**src/rtl/trig_pkg.sv**
```systemverilog
// Shared constants and types for the exposure start trigger controller and its host end.
`default_nettype none
package trig_pkg;
  // ******************************************************************
  // Timing
  // ******************************************************************
  localparam int CLK_PERIOD_NS = 4;
  localparam int US_NS = 1000;
  localparam int US_CYCLES = (US_NS + CLK_PERIOD_NS - 1) / CLK_PERIOD_NS;
  localparam int US_DIV_W = 8;
  localparam int TIME_W = 26;
  localparam int FCNT_W = 16;
  localparam int READOUT_US_DEF = 100;

  // ******************************************************************
  // Trigger source codes
  // ******************************************************************
  localparam logic [4:0] SRC_SOFTWARE = 5'h03;
  localparam logic [4:0] SRC_HOST_OUT = 5'h0a;
  localparam logic [4:0] SRC_CC1 = 5'h0e;
  localparam logic [4:0] SRC_DELAYED = 5'h12;
  localparam logic [4:0] SRC_HW_LINE = 5'h16;

  // Indices of the synchronised external inputs.
  localparam int IN_HW = 0;
  localparam int IN_CC1 = 1;
  localparam int IN_HOST = 2;

  // ******************************************************************
  // Register map of the host end
  // ******************************************************************
  localparam logic [7:0] ADDR_CTRL = 8'h00;
  localparam logic [7:0] ADDR_CMD = 8'h04;
  localparam logic [7:0] ADDR_EXPOSURE = 8'h08;
  localparam logic [7:0] ADDR_PERIOD = 8'h0c;
  localparam logic [7:0] ADDR_TDELAY = 8'h10;
  localparam logic [7:0] ADDR_STATUS = 8'h14;

  localparam int CTRL_MODE_BIT = 0;
  localparam int CTRL_ACT_BIT = 1;
  localparam int CTRL_EMODE_BIT = 2;
  localparam int CTRL_HOST_OUT_BIT = 3;
  localparam int CTRL_CC1_BIT = 4;
  localparam int CTRL_SRC_LSB = 8;
  localparam int CTRL_TSRC_LSB = 16;
  localparam int CMD_START_BIT = 0;
  localparam int CMD_STOP_BIT = 1;
  localparam int CMD_SWTRIG_BIT = 2;
  localparam int STAT_ACQ_BIT = 0;
  localparam int STAT_WAIT_BIT = 1;
  localparam int STAT_EXP_BIT = 2;
  localparam int STAT_FCNT_LSB = 16;

  localparam logic [TIME_W-1:0] EXPOSURE_RST = 26'h00003e8;
  localparam logic [TIME_W-1:0] PERIOD_RST = 26'h0002710;
  localparam logic [TIME_W-1:0] TDELAY_RST = 26'h0000000;

  // ******************************************************************
  // Frame state
  // ******************************************************************
  typedef enum logic [1:0] {
    ST_IDLE = 2'b00,
    ST_WAIT = 2'b01,
    ST_EXPOSE = 2'b10,
    ST_READOUT = 2'b11
  } frame_state_t;
endpackage : trig_pkg
`default_nettype wire

```
**src/rtl/trig_link_if.sv**
```systemverilog
// Link between the host end and the camera trigger controller.
`default_nettype none
interface trig_link_if;
  logic acq_start;
  logic acq_stop;
  logic sw_trigger;
  logic trigger_mode;
  logic [4:0] trigger_source;
  logic [4:0] timer_trigger_source;
  logic trigger_activation;
  logic exposure_mode;
  logic [trig_pkg::TIME_W-1:0] exposure_us;
  logic [trig_pkg::TIME_W-1:0] frame_period_us;
  logic [trig_pkg::TIME_W-1:0] timer_delay_us;
  logic host_toggled_output_source;
  logic cc1;
  logic acquiring;
  logic waiting;
  logic exposing;
  logic [trig_pkg::FCNT_W-1:0] frame_count;

  modport dev (
    input acq_start, acq_stop, sw_trigger, trigger_mode, trigger_source,
    input timer_trigger_source, trigger_activation, exposure_mode, exposure_us,
    input frame_period_us, timer_delay_us, host_toggled_output_source, cc1,
    output acquiring, waiting, exposing, frame_count
  );
  modport ctl (
    output acq_start, acq_stop, sw_trigger, trigger_mode, trigger_source,
    output timer_trigger_source, trigger_activation, exposure_mode, exposure_us,
    output frame_period_us, timer_delay_us, host_toggled_output_source, cc1,
    input acquiring, waiting, exposing, frame_count
  );
endinterface : trig_link_if
`default_nettype wire

```
**src/rtl/exposure_start_trigger_ctrl.sv**
```systemverilog
// Camera end: exposure start trigger generation, selection and exposure timing.
`default_nettype none
module exposure_start_trigger_ctrl #(
  parameter int READOUT_US = trig_pkg::READOUT_US_DEF
) (
  input wire logic hclk,
  input wire logic hresetn,
  input wire logic hardware_trigger_input,
  output logic frame_start,
  output logic exposure_active,
  trig_link_if.dev link
);
  // Refuse a readout span or a tick divider that the counters cannot hold.
  if (READOUT_US < 1 || READOUT_US >= (1 << (trig_pkg::TIME_W - 1)) ||
      trig_pkg::US_CYCLES > (1 << trig_pkg::US_DIV_W)) begin : g_bad_readout
    $error("READOUT_US out of range");
  end

  localparam logic [trig_pkg::TIME_W-1:0] READOUT_T = trig_pkg::TIME_W'(READOUT_US);
  localparam logic [trig_pkg::US_DIV_W-1:0] US_LAST = trig_pkg::US_DIV_W'(trig_pkg::US_CYCLES - 1);

  // ******************************************************************
  // State
  // ******************************************************************
  typedef struct packed {
    logic [2:0][2:0] sync;
    logic [2:0] filt;
    trig_pkg::frame_state_t state;
    logic stop_pend;
    logic mode;
    logic [4:0] src;
    logic [4:0] tsrc;
    logic act;
    logic emode;
    logic [trig_pkg::US_DIV_W-1:0] us_div;
    logic [trig_pkg::TIME_W-1:0] exp_cnt;
    logic [trig_pkg::TIME_W-1:0] rd_cnt;
    logic [trig_pkg::TIME_W-1:0] fr_cnt;
    logic [trig_pkg::TIME_W-1:0] tmr_cnt;
    logic tmr_run;
    logic acquiring;
    logic waiting;
    logic exposing;
    logic frame_start;
    logic [trig_pkg::FCNT_W-1:0] frame_count;
  } st_t;

  st_t r_reg;
  st_t r_next;

  // Shortest frame the sensor can serve: exposure followed by readout.
  function automatic logic [trig_pkg::TIME_W-1:0] min_frame_us(
    input logic [trig_pkg::TIME_W-1:0] exp_us
  );
    min_frame_us = exp_us + READOUT_T;
  endfunction : min_frame_us

  function automatic logic [trig_pkg::TIME_W-1:0] at_least_one(
    input logic [trig_pkg::TIME_W-1:0] v
  );
    at_least_one = (v == '0) ? trig_pkg::TIME_W'(1) : v;
  endfunction : at_least_one

  logic [2:0] ext_in;
  logic [2:0] edge_hit;
  logic [2:0] active_lvl;
  logic us_tick;
  logic trig;
  logic width_exp;
  logic sel_active;
  logic [trig_pkg::TIME_W-1:0] limit_us;
  logic [trig_pkg::TIME_W-1:0] period_eff;

  assign ext_in[trig_pkg::IN_HW] = hardware_trigger_input;
  assign ext_in[trig_pkg::IN_CC1] = link.cc1;
  assign ext_in[trig_pkg::IN_HOST] = link.host_toggled_output_source;

  always_comb begin
    r_next = r_reg;
    r_next.frame_start = 1'b0;
    // ******************************************************************
    // Input synchronisers and edge detection
    // ******************************************************************
    for (int i = 0; i < 3; i++) begin
      r_next.sync[i] = {r_reg.sync[i][1:0], ext_in[i]};
      if (r_reg.sync[i][1] == r_reg.sync[i][2]) begin
        r_next.filt[i] = r_reg.sync[i][2];
      end
      edge_hit[i] = (r_next.filt[i] != r_reg.filt[i]) && (r_next.filt[i] == r_reg.act);
      active_lvl[i] = (r_reg.filt[i] == r_reg.act);
    end

    // ******************************************************************
    // Microsecond tick, restarted where a timed span begins
    // ******************************************************************
    us_tick = (r_reg.us_div == US_LAST);
    r_next.us_div = us_tick ? '0 : r_reg.us_div + 1'b1;

    limit_us = min_frame_us(at_least_one(link.exposure_us));
    period_eff = (link.frame_period_us > limit_us) ? link.frame_period_us : limit_us;

    // ******************************************************************
    // Delay timer on the hardware line
    // ******************************************************************
    if (r_reg.tmr_run) begin
      if (r_reg.tmr_cnt != '0 && us_tick) begin
        r_next.tmr_cnt = r_reg.tmr_cnt - 1'b1;
      end
    end else if (r_reg.state == trig_pkg::ST_WAIT && r_reg.src == trig_pkg::SRC_DELAYED &&
                 r_reg.tsrc == trig_pkg::SRC_HW_LINE && edge_hit[trig_pkg::IN_HW]) begin
      r_next.tmr_run = 1'b1;
      r_next.tmr_cnt = link.timer_delay_us;
      r_next.us_div = '0;
    end

    // ******************************************************************
    // Trigger selection
    // ******************************************************************
    trig = 1'b0;
    sel_active = 1'b0;
    if (!r_reg.mode) begin
      // Firing in the last cycle of the period keeps the spacing exact.
      trig = (r_reg.fr_cnt == '0) ||
             (r_reg.fr_cnt == trig_pkg::TIME_W'(1) && us_tick);
    end else begin
      unique case (r_reg.src)
        trig_pkg::SRC_SOFTWARE: trig = link.sw_trigger;
        trig_pkg::SRC_HOST_OUT: begin
          trig = edge_hit[trig_pkg::IN_HOST];
          sel_active = active_lvl[trig_pkg::IN_HOST];
        end
        trig_pkg::SRC_CC1: begin
          trig = edge_hit[trig_pkg::IN_CC1];
          sel_active = active_lvl[trig_pkg::IN_CC1];
        end
        trig_pkg::SRC_HW_LINE: begin
          trig = edge_hit[trig_pkg::IN_HW];
          sel_active = active_lvl[trig_pkg::IN_HW];
        end
        trig_pkg::SRC_DELAYED: trig = r_reg.tmr_run && r_reg.tmr_cnt == '0;
        default: trig = 1'b0;
      endcase
    end
    width_exp = r_reg.mode && r_reg.emode && (r_reg.src == trig_pkg::SRC_HOST_OUT ||
                r_reg.src == trig_pkg::SRC_CC1 || r_reg.src == trig_pkg::SRC_HW_LINE);

    if (r_reg.fr_cnt != '0 && us_tick) begin
      r_next.fr_cnt = r_reg.fr_cnt - 1'b1;
    end

    // ******************************************************************
    // Frame sequencing
    // ******************************************************************
    unique case (r_reg.state)
      trig_pkg::ST_IDLE: begin
        if (link.acq_start) begin
          r_next.state = trig_pkg::ST_WAIT;
          r_next.mode = link.trigger_mode;
          r_next.src = link.trigger_source;
          r_next.tsrc = link.timer_trigger_source;
          r_next.act = link.trigger_activation;
          r_next.emode = link.exposure_mode;
          r_next.fr_cnt = '0;
          r_next.tmr_run = 1'b0;
          r_next.stop_pend = 1'b0;
        end
      end
      trig_pkg::ST_WAIT: begin
        if (link.acq_stop) begin
          r_next.state = trig_pkg::ST_IDLE;
          r_next.tmr_run = 1'b0;
        end else if (trig) begin
          r_next.state = trig_pkg::ST_EXPOSE;
          r_next.frame_start = 1'b1;
          r_next.frame_count = r_reg.frame_count + 1'b1;
          r_next.exp_cnt = at_least_one(link.exposure_us);
          r_next.us_div = '0;
          r_next.fr_cnt = period_eff;
          r_next.tmr_run = 1'b0;
        end
      end
      trig_pkg::ST_EXPOSE: begin
        if (link.acq_stop) begin
          r_next.stop_pend = 1'b1;
        end
        if (width_exp ? !sel_active : (us_tick && r_reg.exp_cnt == trig_pkg::TIME_W'(1))) begin
          r_next.state = trig_pkg::ST_READOUT;
          r_next.rd_cnt = READOUT_T;
          r_next.us_div = '0;
        end else if (!width_exp && us_tick) begin
          r_next.exp_cnt = r_reg.exp_cnt - 1'b1;
        end
      end
      trig_pkg::ST_READOUT: begin
        if (link.acq_stop) begin
          r_next.stop_pend = 1'b1;
        end
        if (us_tick) begin
          r_next.rd_cnt = r_reg.rd_cnt - 1'b1;
          if (r_reg.rd_cnt == trig_pkg::TIME_W'(1)) begin
            r_next.state = (r_reg.stop_pend || link.acq_stop) ?
                           trig_pkg::ST_IDLE : trig_pkg::ST_WAIT;
            r_next.stop_pend = 1'b0;
          end
        end
      end
    endcase
    // Edges seen outside the waiting state are simply not acted upon.

    r_next.acquiring = (r_next.state != trig_pkg::ST_IDLE);
    r_next.waiting = (r_next.state == trig_pkg::ST_WAIT);
    r_next.exposing = (r_next.state == trig_pkg::ST_EXPOSE);
  end

  always_ff @(posedge hclk or negedge hresetn) begin
    if (!hresetn) begin
      r_reg <= '{state: trig_pkg::ST_IDLE, src: trig_pkg::SRC_SOFTWARE,
                 tsrc: trig_pkg::SRC_HW_LINE, act: 1'b1, default: '0};
    end else begin
      r_reg <= r_next;
    end
  end

  assign frame_start = r_reg.frame_start;
  assign exposure_active = r_reg.exposing;
  assign link.acquiring = r_reg.acquiring;
  assign link.waiting = r_reg.waiting;
  assign link.exposing = r_reg.exposing;
  assign link.frame_count = r_reg.frame_count;
endmodule : exposure_start_trigger_ctrl
`default_nettype wire

```
**src/flat_wrapper.sv**
```systemverilog
// flat-port wrapper written by rule: the top's interface ports become plain ports
module exposure_start_trigger_ctrl_flat 
#(
  parameter int READOUT_US = trig_pkg::READOUT_US_DEF
)
  (hclk, hresetn, hardware_trigger_input, frame_start, exposure_active, link_acq_start, link_acq_stop, link_sw_trigger, link_trigger_mode, link_trigger_source, link_timer_trigger_source, link_trigger_activation, link_exposure_mode, link_exposure_us, link_frame_period_us, link_timer_delay_us, link_host_toggled_output_source, link_cc1, link_acquiring, link_waiting, link_exposing, link_frame_count);
  trig_link_if link_i ();
  input wire logic hclk;
  input wire logic hresetn;
  input wire logic hardware_trigger_input;
  output logic frame_start;
  output logic exposure_active;
  input wire logic [$bits(link_i.acq_start)-1:0] link_acq_start;
  input wire logic [$bits(link_i.acq_stop)-1:0] link_acq_stop;
  input wire logic [$bits(link_i.sw_trigger)-1:0] link_sw_trigger;
  input wire logic [$bits(link_i.trigger_mode)-1:0] link_trigger_mode;
  input wire logic [$bits(link_i.trigger_source)-1:0] link_trigger_source;
  input wire logic [$bits(link_i.timer_trigger_source)-1:0] link_timer_trigger_source;
  input wire logic [$bits(link_i.trigger_activation)-1:0] link_trigger_activation;
  input wire logic [$bits(link_i.exposure_mode)-1:0] link_exposure_mode;
  input wire logic [$bits(link_i.exposure_us)-1:0] link_exposure_us;
  input wire logic [$bits(link_i.frame_period_us)-1:0] link_frame_period_us;
  input wire logic [$bits(link_i.timer_delay_us)-1:0] link_timer_delay_us;
  input wire logic [$bits(link_i.host_toggled_output_source)-1:0] link_host_toggled_output_source;
  input wire logic [$bits(link_i.cc1)-1:0] link_cc1;
  output wire logic [$bits(link_i.acquiring)-1:0] link_acquiring;
  output wire logic [$bits(link_i.waiting)-1:0] link_waiting;
  output wire logic [$bits(link_i.exposing)-1:0] link_exposing;
  output wire logic [$bits(link_i.frame_count)-1:0] link_frame_count;
  assign link_i.acq_start = link_acq_start;
  assign link_i.acq_stop = link_acq_stop;
  assign link_i.sw_trigger = link_sw_trigger;
  assign link_i.trigger_mode = link_trigger_mode;
  assign link_i.trigger_source = link_trigger_source;
  assign link_i.timer_trigger_source = link_timer_trigger_source;
  assign link_i.trigger_activation = link_trigger_activation;
  assign link_i.exposure_mode = link_exposure_mode;
  assign link_i.exposure_us = link_exposure_us;
  assign link_i.frame_period_us = link_frame_period_us;
  assign link_i.timer_delay_us = link_timer_delay_us;
  assign link_i.host_toggled_output_source = link_host_toggled_output_source;
  assign link_i.cc1 = link_cc1;
  assign link_acquiring = link_i.acquiring;
  assign link_waiting = link_i.waiting;
  assign link_exposing = link_i.exposing;
  assign link_frame_count = link_i.frame_count;
  exposure_start_trigger_ctrl #(.READOUT_US(READOUT_US)) u_core (.hclk(hclk), .hresetn(hresetn), .hardware_trigger_input(hardware_trigger_input), .frame_start(frame_start), .exposure_active(exposure_active), .link(link_i));
endmodule
```
**config.mk**
```make
export PLATFORM = sky130hd
export DESIGN_NAME = exposure_start_trigger_ctrl_flat
export DESIGN_NICKNAME = d
export VERILOG_FILES = /design/src/rtl/trig_pkg.sv /design/src/rtl/trig_link_if.sv /design/src/rtl/exposure_start_trigger_ctrl.sv /design/src/flat_wrapper.sv
export SDC_FILE = /design/constraint.sdc
export NUM_CORES = 1
export LEC_CHECK = 0
export ABC_CLOCK_PERIOD_IN_PS = 9000
export BUFFER_PORTS_ARGS = -buffer_cell sky130_fd_sc_hd__buf_2
export CAP_MARGIN = 20
export CELL_PAD_IN_SITES_DETAIL_PLACEMENT = 1
export CELL_PAD_IN_SITES_GLOBAL_PLACEMENT = 1
export CORE_MARGIN = 2
export CORE_UTILIZATION = 40
export DETAILED_ROUTE_END_ITERATION = 7
export HOLD_SLACK_MARGIN = 0.1
export PLACE_DENSITY = 0.76
export SYNTH_ARGS = -nofsm -noshare
export SYNTH_HDL_FRONTEND = slang
export SYNTH_SLANG_ARGS = --single-unit
```
**constraint.sdc**
```tcl
create_clock -name hclk -period 9 [get_ports hclk]
set_clock_uncertainty 0.2 [all_clocks]
set_input_delay 0.9 -clock hclk [delete_from_list [all_inputs] [get_ports hclk]]
set_output_delay 0.9 -clock hclk [all_outputs]
set_load 0.05 [all_outputs]
```
==> out/metrics.cfg, run 1 <==
[outcome]
status = complete, no violations

[sta]
rsz0062_at_grt = no
slew_violations = 0
finalSetupTns_ns = 0
tightest_slew_ns = 0.9263
min_period_ns = 4.695
final-hold-violation-count = 0
finalCritPeriodShare_pct = 52.17
setup_viol = 0
maxSlewHeadroom_pct = 37.97
fmax_mhz = 213.0

[finish]
layout.nets = 1368
antenna_cells = 0
nFillCells = 2941
layout-drive-gt1-share_pct = 16.29
largest_reg_flops = 135
final_core_util_pct = 46.04
syn_to_final_growth_pct = 13.50

[synth]
synthFlopType = dfrtp_1
yosysSeqAreaShare_pct = 39.74
synth.net_count = 1288
async_reset_ff_share_pct = 100.0
synthesis.area_um2 = 10160
synth_edf_count = 0
synth.distinct_cells = 75
ys_warn_count = 0
synth_seq_cells = 161
ys_top_cells_by_area = dfrtp_1 (38%), ha_1 (5.2%), xor2_1 (5.2%)
synth_common_cells = dfrtp_1 (155), nor2_1 (110), nand2_1 (106), o21ai_0 (73), xor2_1 (60)
synth_top_area_share_pct = 38.19
synth_area_leader_cell = dfrtp_1
synthMostInstantiatedCell = dfrtp_1
syn_area_per_cell_um2 = 8.854
syn_inst = 1147

[routing]
wire_per_inst_um = 19.40
dr.pass1.iters = 5
wl_mm = 30.46
drt_iter0_drc = 475
drtAntennaViolNets = 0
via_per_inst = 5.762
vias = 9047
route.detailed.drc = 0

[clocking]
clock-sinks = 161
root_buffer = clkbuf_16
postCtsHoldBufs = 0
cts_setup_buffers = 0
clk_latency_ns = 0.44
cts_tree = built
cts_resized = 0
htree_levels = 4
clockBufferDepth = 2
clkTransAtPathRegs_ns = 0.07
cts-buffers-inserted = 17

[worst_setup_path]
start_kind = input pin
crit_type = input pin to flip-flop
required_ns = 9.14
path_max_fanout = 31
end_kind = flip-flop
cp.arrival_ns = 4.84

[power]
p_leak_nw = 4.996
power_density_nw_per_um2 = 267.4
p_total_w = 0.003082
vdd_ir_drop_max_mv = 0.1586

[min_path]
min_path_type = flip-flop to flip-flop

[run]
drv_cap = 0

[die]
core_area_um2 = 25040
fp-row-count = 58
die_area_um2 = 26680
chipWidth_um = 163.3
floorplan.die.height_um = 163.3
initial_utilization_pct = 40.56
io_pins = 120

[global_routing]
antenna_found_initial = 0
grt_max_degree = 91
track_usage_pct = 23.48
grt_pass1_vias = 9258
grt-ovfl-total = 0
grt_pass1_wl_mm = 49.71

[place]
globalplace.congestion = 0.9000
hpwl_mm = 22.04
portBuffers = 119

-- power breakdown --
group / internal (W) / switching (W)
Combinational: 0.000453 / 0.000842
Clock: 0.000397 / 0.000334
Sequential: 0.000883 / 0.000174
-- metrics by stage --
stage | hold slack (ns) | area, um^2 | worst slack, ns | std cells
after floorplan | 0.1312 | 10160 | 4.693 | 1147
after CTS | 0.1802 | 11500 | 4.266 | 1569
after detailed placement | 0.1503 | 10920 | 3.806 | 1537
after global placement | 0.1343 | 10900 | 4.005 | 1536
after global routing | 0.1877 | 11530 | 4.074 | 1570
final | 0.1751 | 11530 | 4.305 | 1570
-- routing by layer --
layer	wire (um)	track usage, %
met1	14330	32.65
met2	14760	38.53
met3	1072	3.682
met4	299	5.270
met5	0	0
-- cells by family after synthesis --
family / after synthesis / share of synthesized area, %
compound gates: 224 / 13.63
xor+xnor: 102 / 8.796
fa+ha+maj: 45 / 5.470
buf+inv: 98 / 4.644
flops: 161 / 39.74
mux: 24 / 2.550
simple gates: 493 / 25.17
-- layout make-up --
cell class                      instances  area, um^2  share of cell area (%)
Multi-Input combinational cell        888        5677                   49.25
Sequential cell                       161        4036                   35.02
Timing Repair Buffer                  129       704.4                   6.111
Clock buffer                           18       439.2                   3.810
Tap cell                              330       412.9                   3.582
Clock inverter                         14       145.1                   1.259
Inverter                               30       112.6                  0.9769
-- layout by cell type (no fill, tap or decap), types with 9 or more instances in the layout --
cell type  synthesis  final
a21oi_1           41     41
and3_1            14     14
buf_2             13    118
clkbuf_16          0     17
dfrtp_1          155    155
ha_1              42     42
inv_1             29     29
mux2_2            15     15
mux2i_1            9      9
nand2_1          106    106
nand2b_1          14     14
nand3_1           33     33
nand4_1           42     42
nor2_1           110    110
nor3_1            52     51
nor4_1            38     37
o211ai_1          25     25
o21ai_0           73     72
o21ai_1           22     22
or3_1             14     14
or4_1             10     10
xnor2_1           42     42
xor2_1            60     60
-- worst paths after layout --
kind	cells after the start	slack, ns	to	start
max	17	4.30	u_core.r_reg[69]	link_exposure_us[2]
min	0	0.18	u_core.r_next[154]	u_core.r_next[153]
max reg2reg	8	4.98	u_core.r_reg[54]	u_core.r_reg[64]
min reg2reg	0	0.18	u_core.r_next[154]	u_core.r_next[153]
max in group asynchronous	2	6.72	u_core.link.frame_count[15]	hresetn
min in group asynchronous	1	0.34	u_core.r_reg[85]	hresetn
-- worst max-delay path, stage by stage --
cell and delay, ns:
buf_2 0.14, ha_1 0.24, a211o_1 0.34, and3_1 0.22, and3_1 0.25, and3_1 0.22
xnor2_1 0.15, ha_1 0.30, nand4_1 0.09, nor4_1 0.39, o2111ai_1 0.18, o21ai_0 0.36
o21ai_4 0.25, buf_16 0.24, mux2_2 0.29, a2bb2oi_1 0.15, o21bai_1 0.12
Power figures use the tool's default switching activity.
==> run 2: changes to the inputs <==
--- a/config.mk
+++ b/config.mk
@@ -5,7 +5,7 @@
 export SDC_FILE = /design/constraint.sdc
 export NUM_CORES = 1
 export LEC_CHECK = 0
-export ABC_CLOCK_PERIOD_IN_PS = 9000
+export ABC_CLOCK_PERIOD_IN_PS = 4150
 export BUFFER_PORTS_ARGS = -buffer_cell sky130_fd_sc_hd__buf_2
 export CAP_MARGIN = 20
 export CELL_PAD_IN_SITES_DETAIL_PLACEMENT = 1
@@ -14,7 +14,7 @@
 export CORE_UTILIZATION = 40
 export DETAILED_ROUTE_END_ITERATION = 7
 export HOLD_SLACK_MARGIN = 0.1
-export PLACE_DENSITY = 0.76
+export PLACE_DENSITY = 0.79
 export SYNTH_ARGS = -nofsm -noshare
 export SYNTH_HDL_FRONTEND = slang
 export SYNTH_SLANG_ARGS = --single-unit
==> constraint.sdc (replaced) <==
create_clock -name hclk -period 4.15 [get_ports hclk]
set_clock_uncertainty 0.2 [all_clocks]
set_input_delay 0.415 -clock hclk [delete_from_list [all_inputs] [get_ports hclk]]
set_output_delay 0.415 -clock hclk [all_outputs]
set_load 0.05 [all_outputs]
==> out/metrics.cfg, run 2 (synthesis gave the netlist of run 1 again) <==
[routing]
vias = 9340  ; was 9047
wire_per_inst_um = 19.47  ; was 19.40 um
via_per_inst = 5.709  ; was 5.762
wl_mm = 31.85  ; was 30.46 mm
drt_iter0_drc = 500  ; was 475
drtAntennaViolNets = 0  ; unchanged
dr.pass1.iters = 4  ; was 5
route.detailed.drc = 0  ; unchanged

[clocking]
cts_setup_buffers = 0  ; unchanged
htree_levels = 4  ; unchanged
clock-sinks = 161  ; unchanged
cts_tree = built  ; unchanged
clockBufferDepth = 2  ; unchanged
clk_latency_ns = 0.44  ; about the same
root_buffer = clkbuf_16  ; unchanged
postCtsHoldBufs = 54  ; was 0
cts_resized = 0  ; unchanged
cts-buffers-inserted = 17  ; unchanged
clkTransAtPathRegs_ns = 0.06  ; was 0.07 ns

[die]
core_area_um2 = 25040  ; unchanged
chipWidth_um = 163.3  ; unchanged
floorplan.die.height_um = 163.3  ; unchanged
die_area_um2 = 26680  ; unchanged
initial_utilization_pct = 40.56  ; unchanged
fp-row-count = 58  ; unchanged
io_pins = 120  ; unchanged

[global_routing]
grt_pass1_vias = 9592  ; was 9258
grt_pass1_wl_mm = 51.27  ; was 49.71 mm
grt_max_degree = 93  ; was 91
antenna_found_initial = 0  ; unchanged
track_usage_pct = 24.27  ; was 23.48%
grt-ovfl-total = 0  ; unchanged

[outcome]
status = complete, no violations  ; unchanged

[finish]
layout.nets = 1434  ; was 1368
layout-drive-gt1-share_pct = 16.39  ; was 16.29%
layout_common_cells = dfrtp_1 (155), buf_2 (118), nor2_1 (110), nand2_1 (106), o21ai_0 (72)  ; unchanged
syn_to_final_growth_pct = 19.66  ; was 13.50%
nFillCells = 2981  ; was 2941
largest_reg_flops = 135  ; unchanged
final_common_cell = dfrtp_1  ; unchanged
antenna_cells = 0  ; unchanged

[worst_setup_path]
cp.arrival_ns = 3.93  ; was 4.84 ns
start_kind = input pin  ; unchanged
end_kind = flip-flop  ; unchanged
crit_type = input pin to flip-flop  ; unchanged
required_ns = 4.24  ; was 9.14 ns
path_max_fanout = 19  ; was 31

[sta]
worst_slack_ns = 0.3091  ; was 4.305 ns
tightest_slew_ns = 0.8893  ; was 0.9263 ns
slew_violations = 0  ; unchanged
fmax_mhz = 260.4
rsz0062_at_grt = no  ; unchanged
maxSlewHeadroom_pct = 40.49  ; was 37.97%
final-hold-violation-count = 0  ; unchanged
min_period_ns = 3.841
finalCritPeriodShare_pct = 92.55
setup_viol = 0  ; unchanged
finalSetupTns_ns = 0  ; unchanged

[power]
vdd_ir_drop_max_mv = 0.2658  ; was 0.1586 mV
p_leak_nw = 5.276  ; was 4.996 nW
power_density_nw_per_um2 = 558.2  ; was 267.4 nW/um^2

[place]
portBuffers = 119  ; unchanged
globalplace.congestion = 0.9245  ; was 0.9000
place_ws_ns = -0.02546  ; was 3.806 ns
hpwl_mm = 22.21  ; was 22.04 mm

[run]
drv_cap = 0  ; unchanged

[min_path]
min_path_type = input pin to flip-flop  ; was flip-flop to flip-flop

==> run 2: layout make-up <==
class,count,area (um^2),area share [%]
Tap cell,330,412.9,3.398
Inverter,30,112.6,0.9266
Clock buffer,18,439.2,3.614
Timing Repair Buffer,195,1333,10.96
Clock inverter,14,142.6,1.174
Multi-Input combinational cell,888,5677,46.71
Sequential cell,161,4036,33.21
==> run 2: worst paths after layout <==
check | from | to | slack [ns] | cells past startpoint
worst max-delay path | link_exposure_us[3] | u_core.r_reg[49] | 0.31 | 16
worst min-delay path | link_frame_period_us[13] | u_core.r_reg[60] | 0.12 | 3
worst max register to register | u_core.r_reg[64] | u_core.r_reg[131] | 0.57 | 9
worst min register to register | u_core.r_next[156] | u_core.r_next[157] | 0.16 | 0
max in group asynchronous | hresetn | u_core.r_reg[51] | 2.42 | 3
min in group asynchronous | hresetn | u_core.r_reg[157] | 0.37 | 2
==> run 2: through the flow <==
step	hold slack (ns)	power, W	std cells	area [um^2]	util (%)
final	0.1172	0.006784	1636	12150	48.54
after global routing	0.1052	0.007238	1636	12150	48.54
after CTS	0.1007	0.006810	1636	12150	48.54
after detailed placement	0.1365	0.005139	1550	11030	44.06
after global placement	0.1519	0.005038	1550	11030	44.06
after floorplan	-0.08059	0.004315	1147	10160	-
==> run 2: worst max-delay path, stage by stage <==
cell	delay, ns
buf_2	0.12
ha_1	0.22
a211o_1	0.35
and3_1	0.19
and3_1	0.21
and3_1	0.20
xnor2_1	0.14
ha_1	0.31
nand4_1	0.12
nor4_1	0.42
o2111ai_1	0.16
o21ai_0	0.33
o21ai_4	0.13
buf_4	0.22
o21ai_0	0.25
o22ai_1	0.14
==> run 2: metal layers <==
layer / vias to the layer above / part of all wire [%] / track usage, %
met5: - / 0 / 0
met4: 0 / 1.6 / 5.591
met3: 36 / 4.1 / 3.911
met2: 186 / 49 / 40.99
met1: 4686 / 45 / 32.68
li1: 4432 / - / -
==> run 2: power breakdown <==
group | internal (W) | switching [W] | total [W]
sequential | 0.00191 | 0.000378 | 0.00229
combinational | 0.00104 | 0.00186 | 0.00290
clock | 0.000861 | 0.000733 | 0.00159
total | 0.00381 | 0.00297 | 0.00678
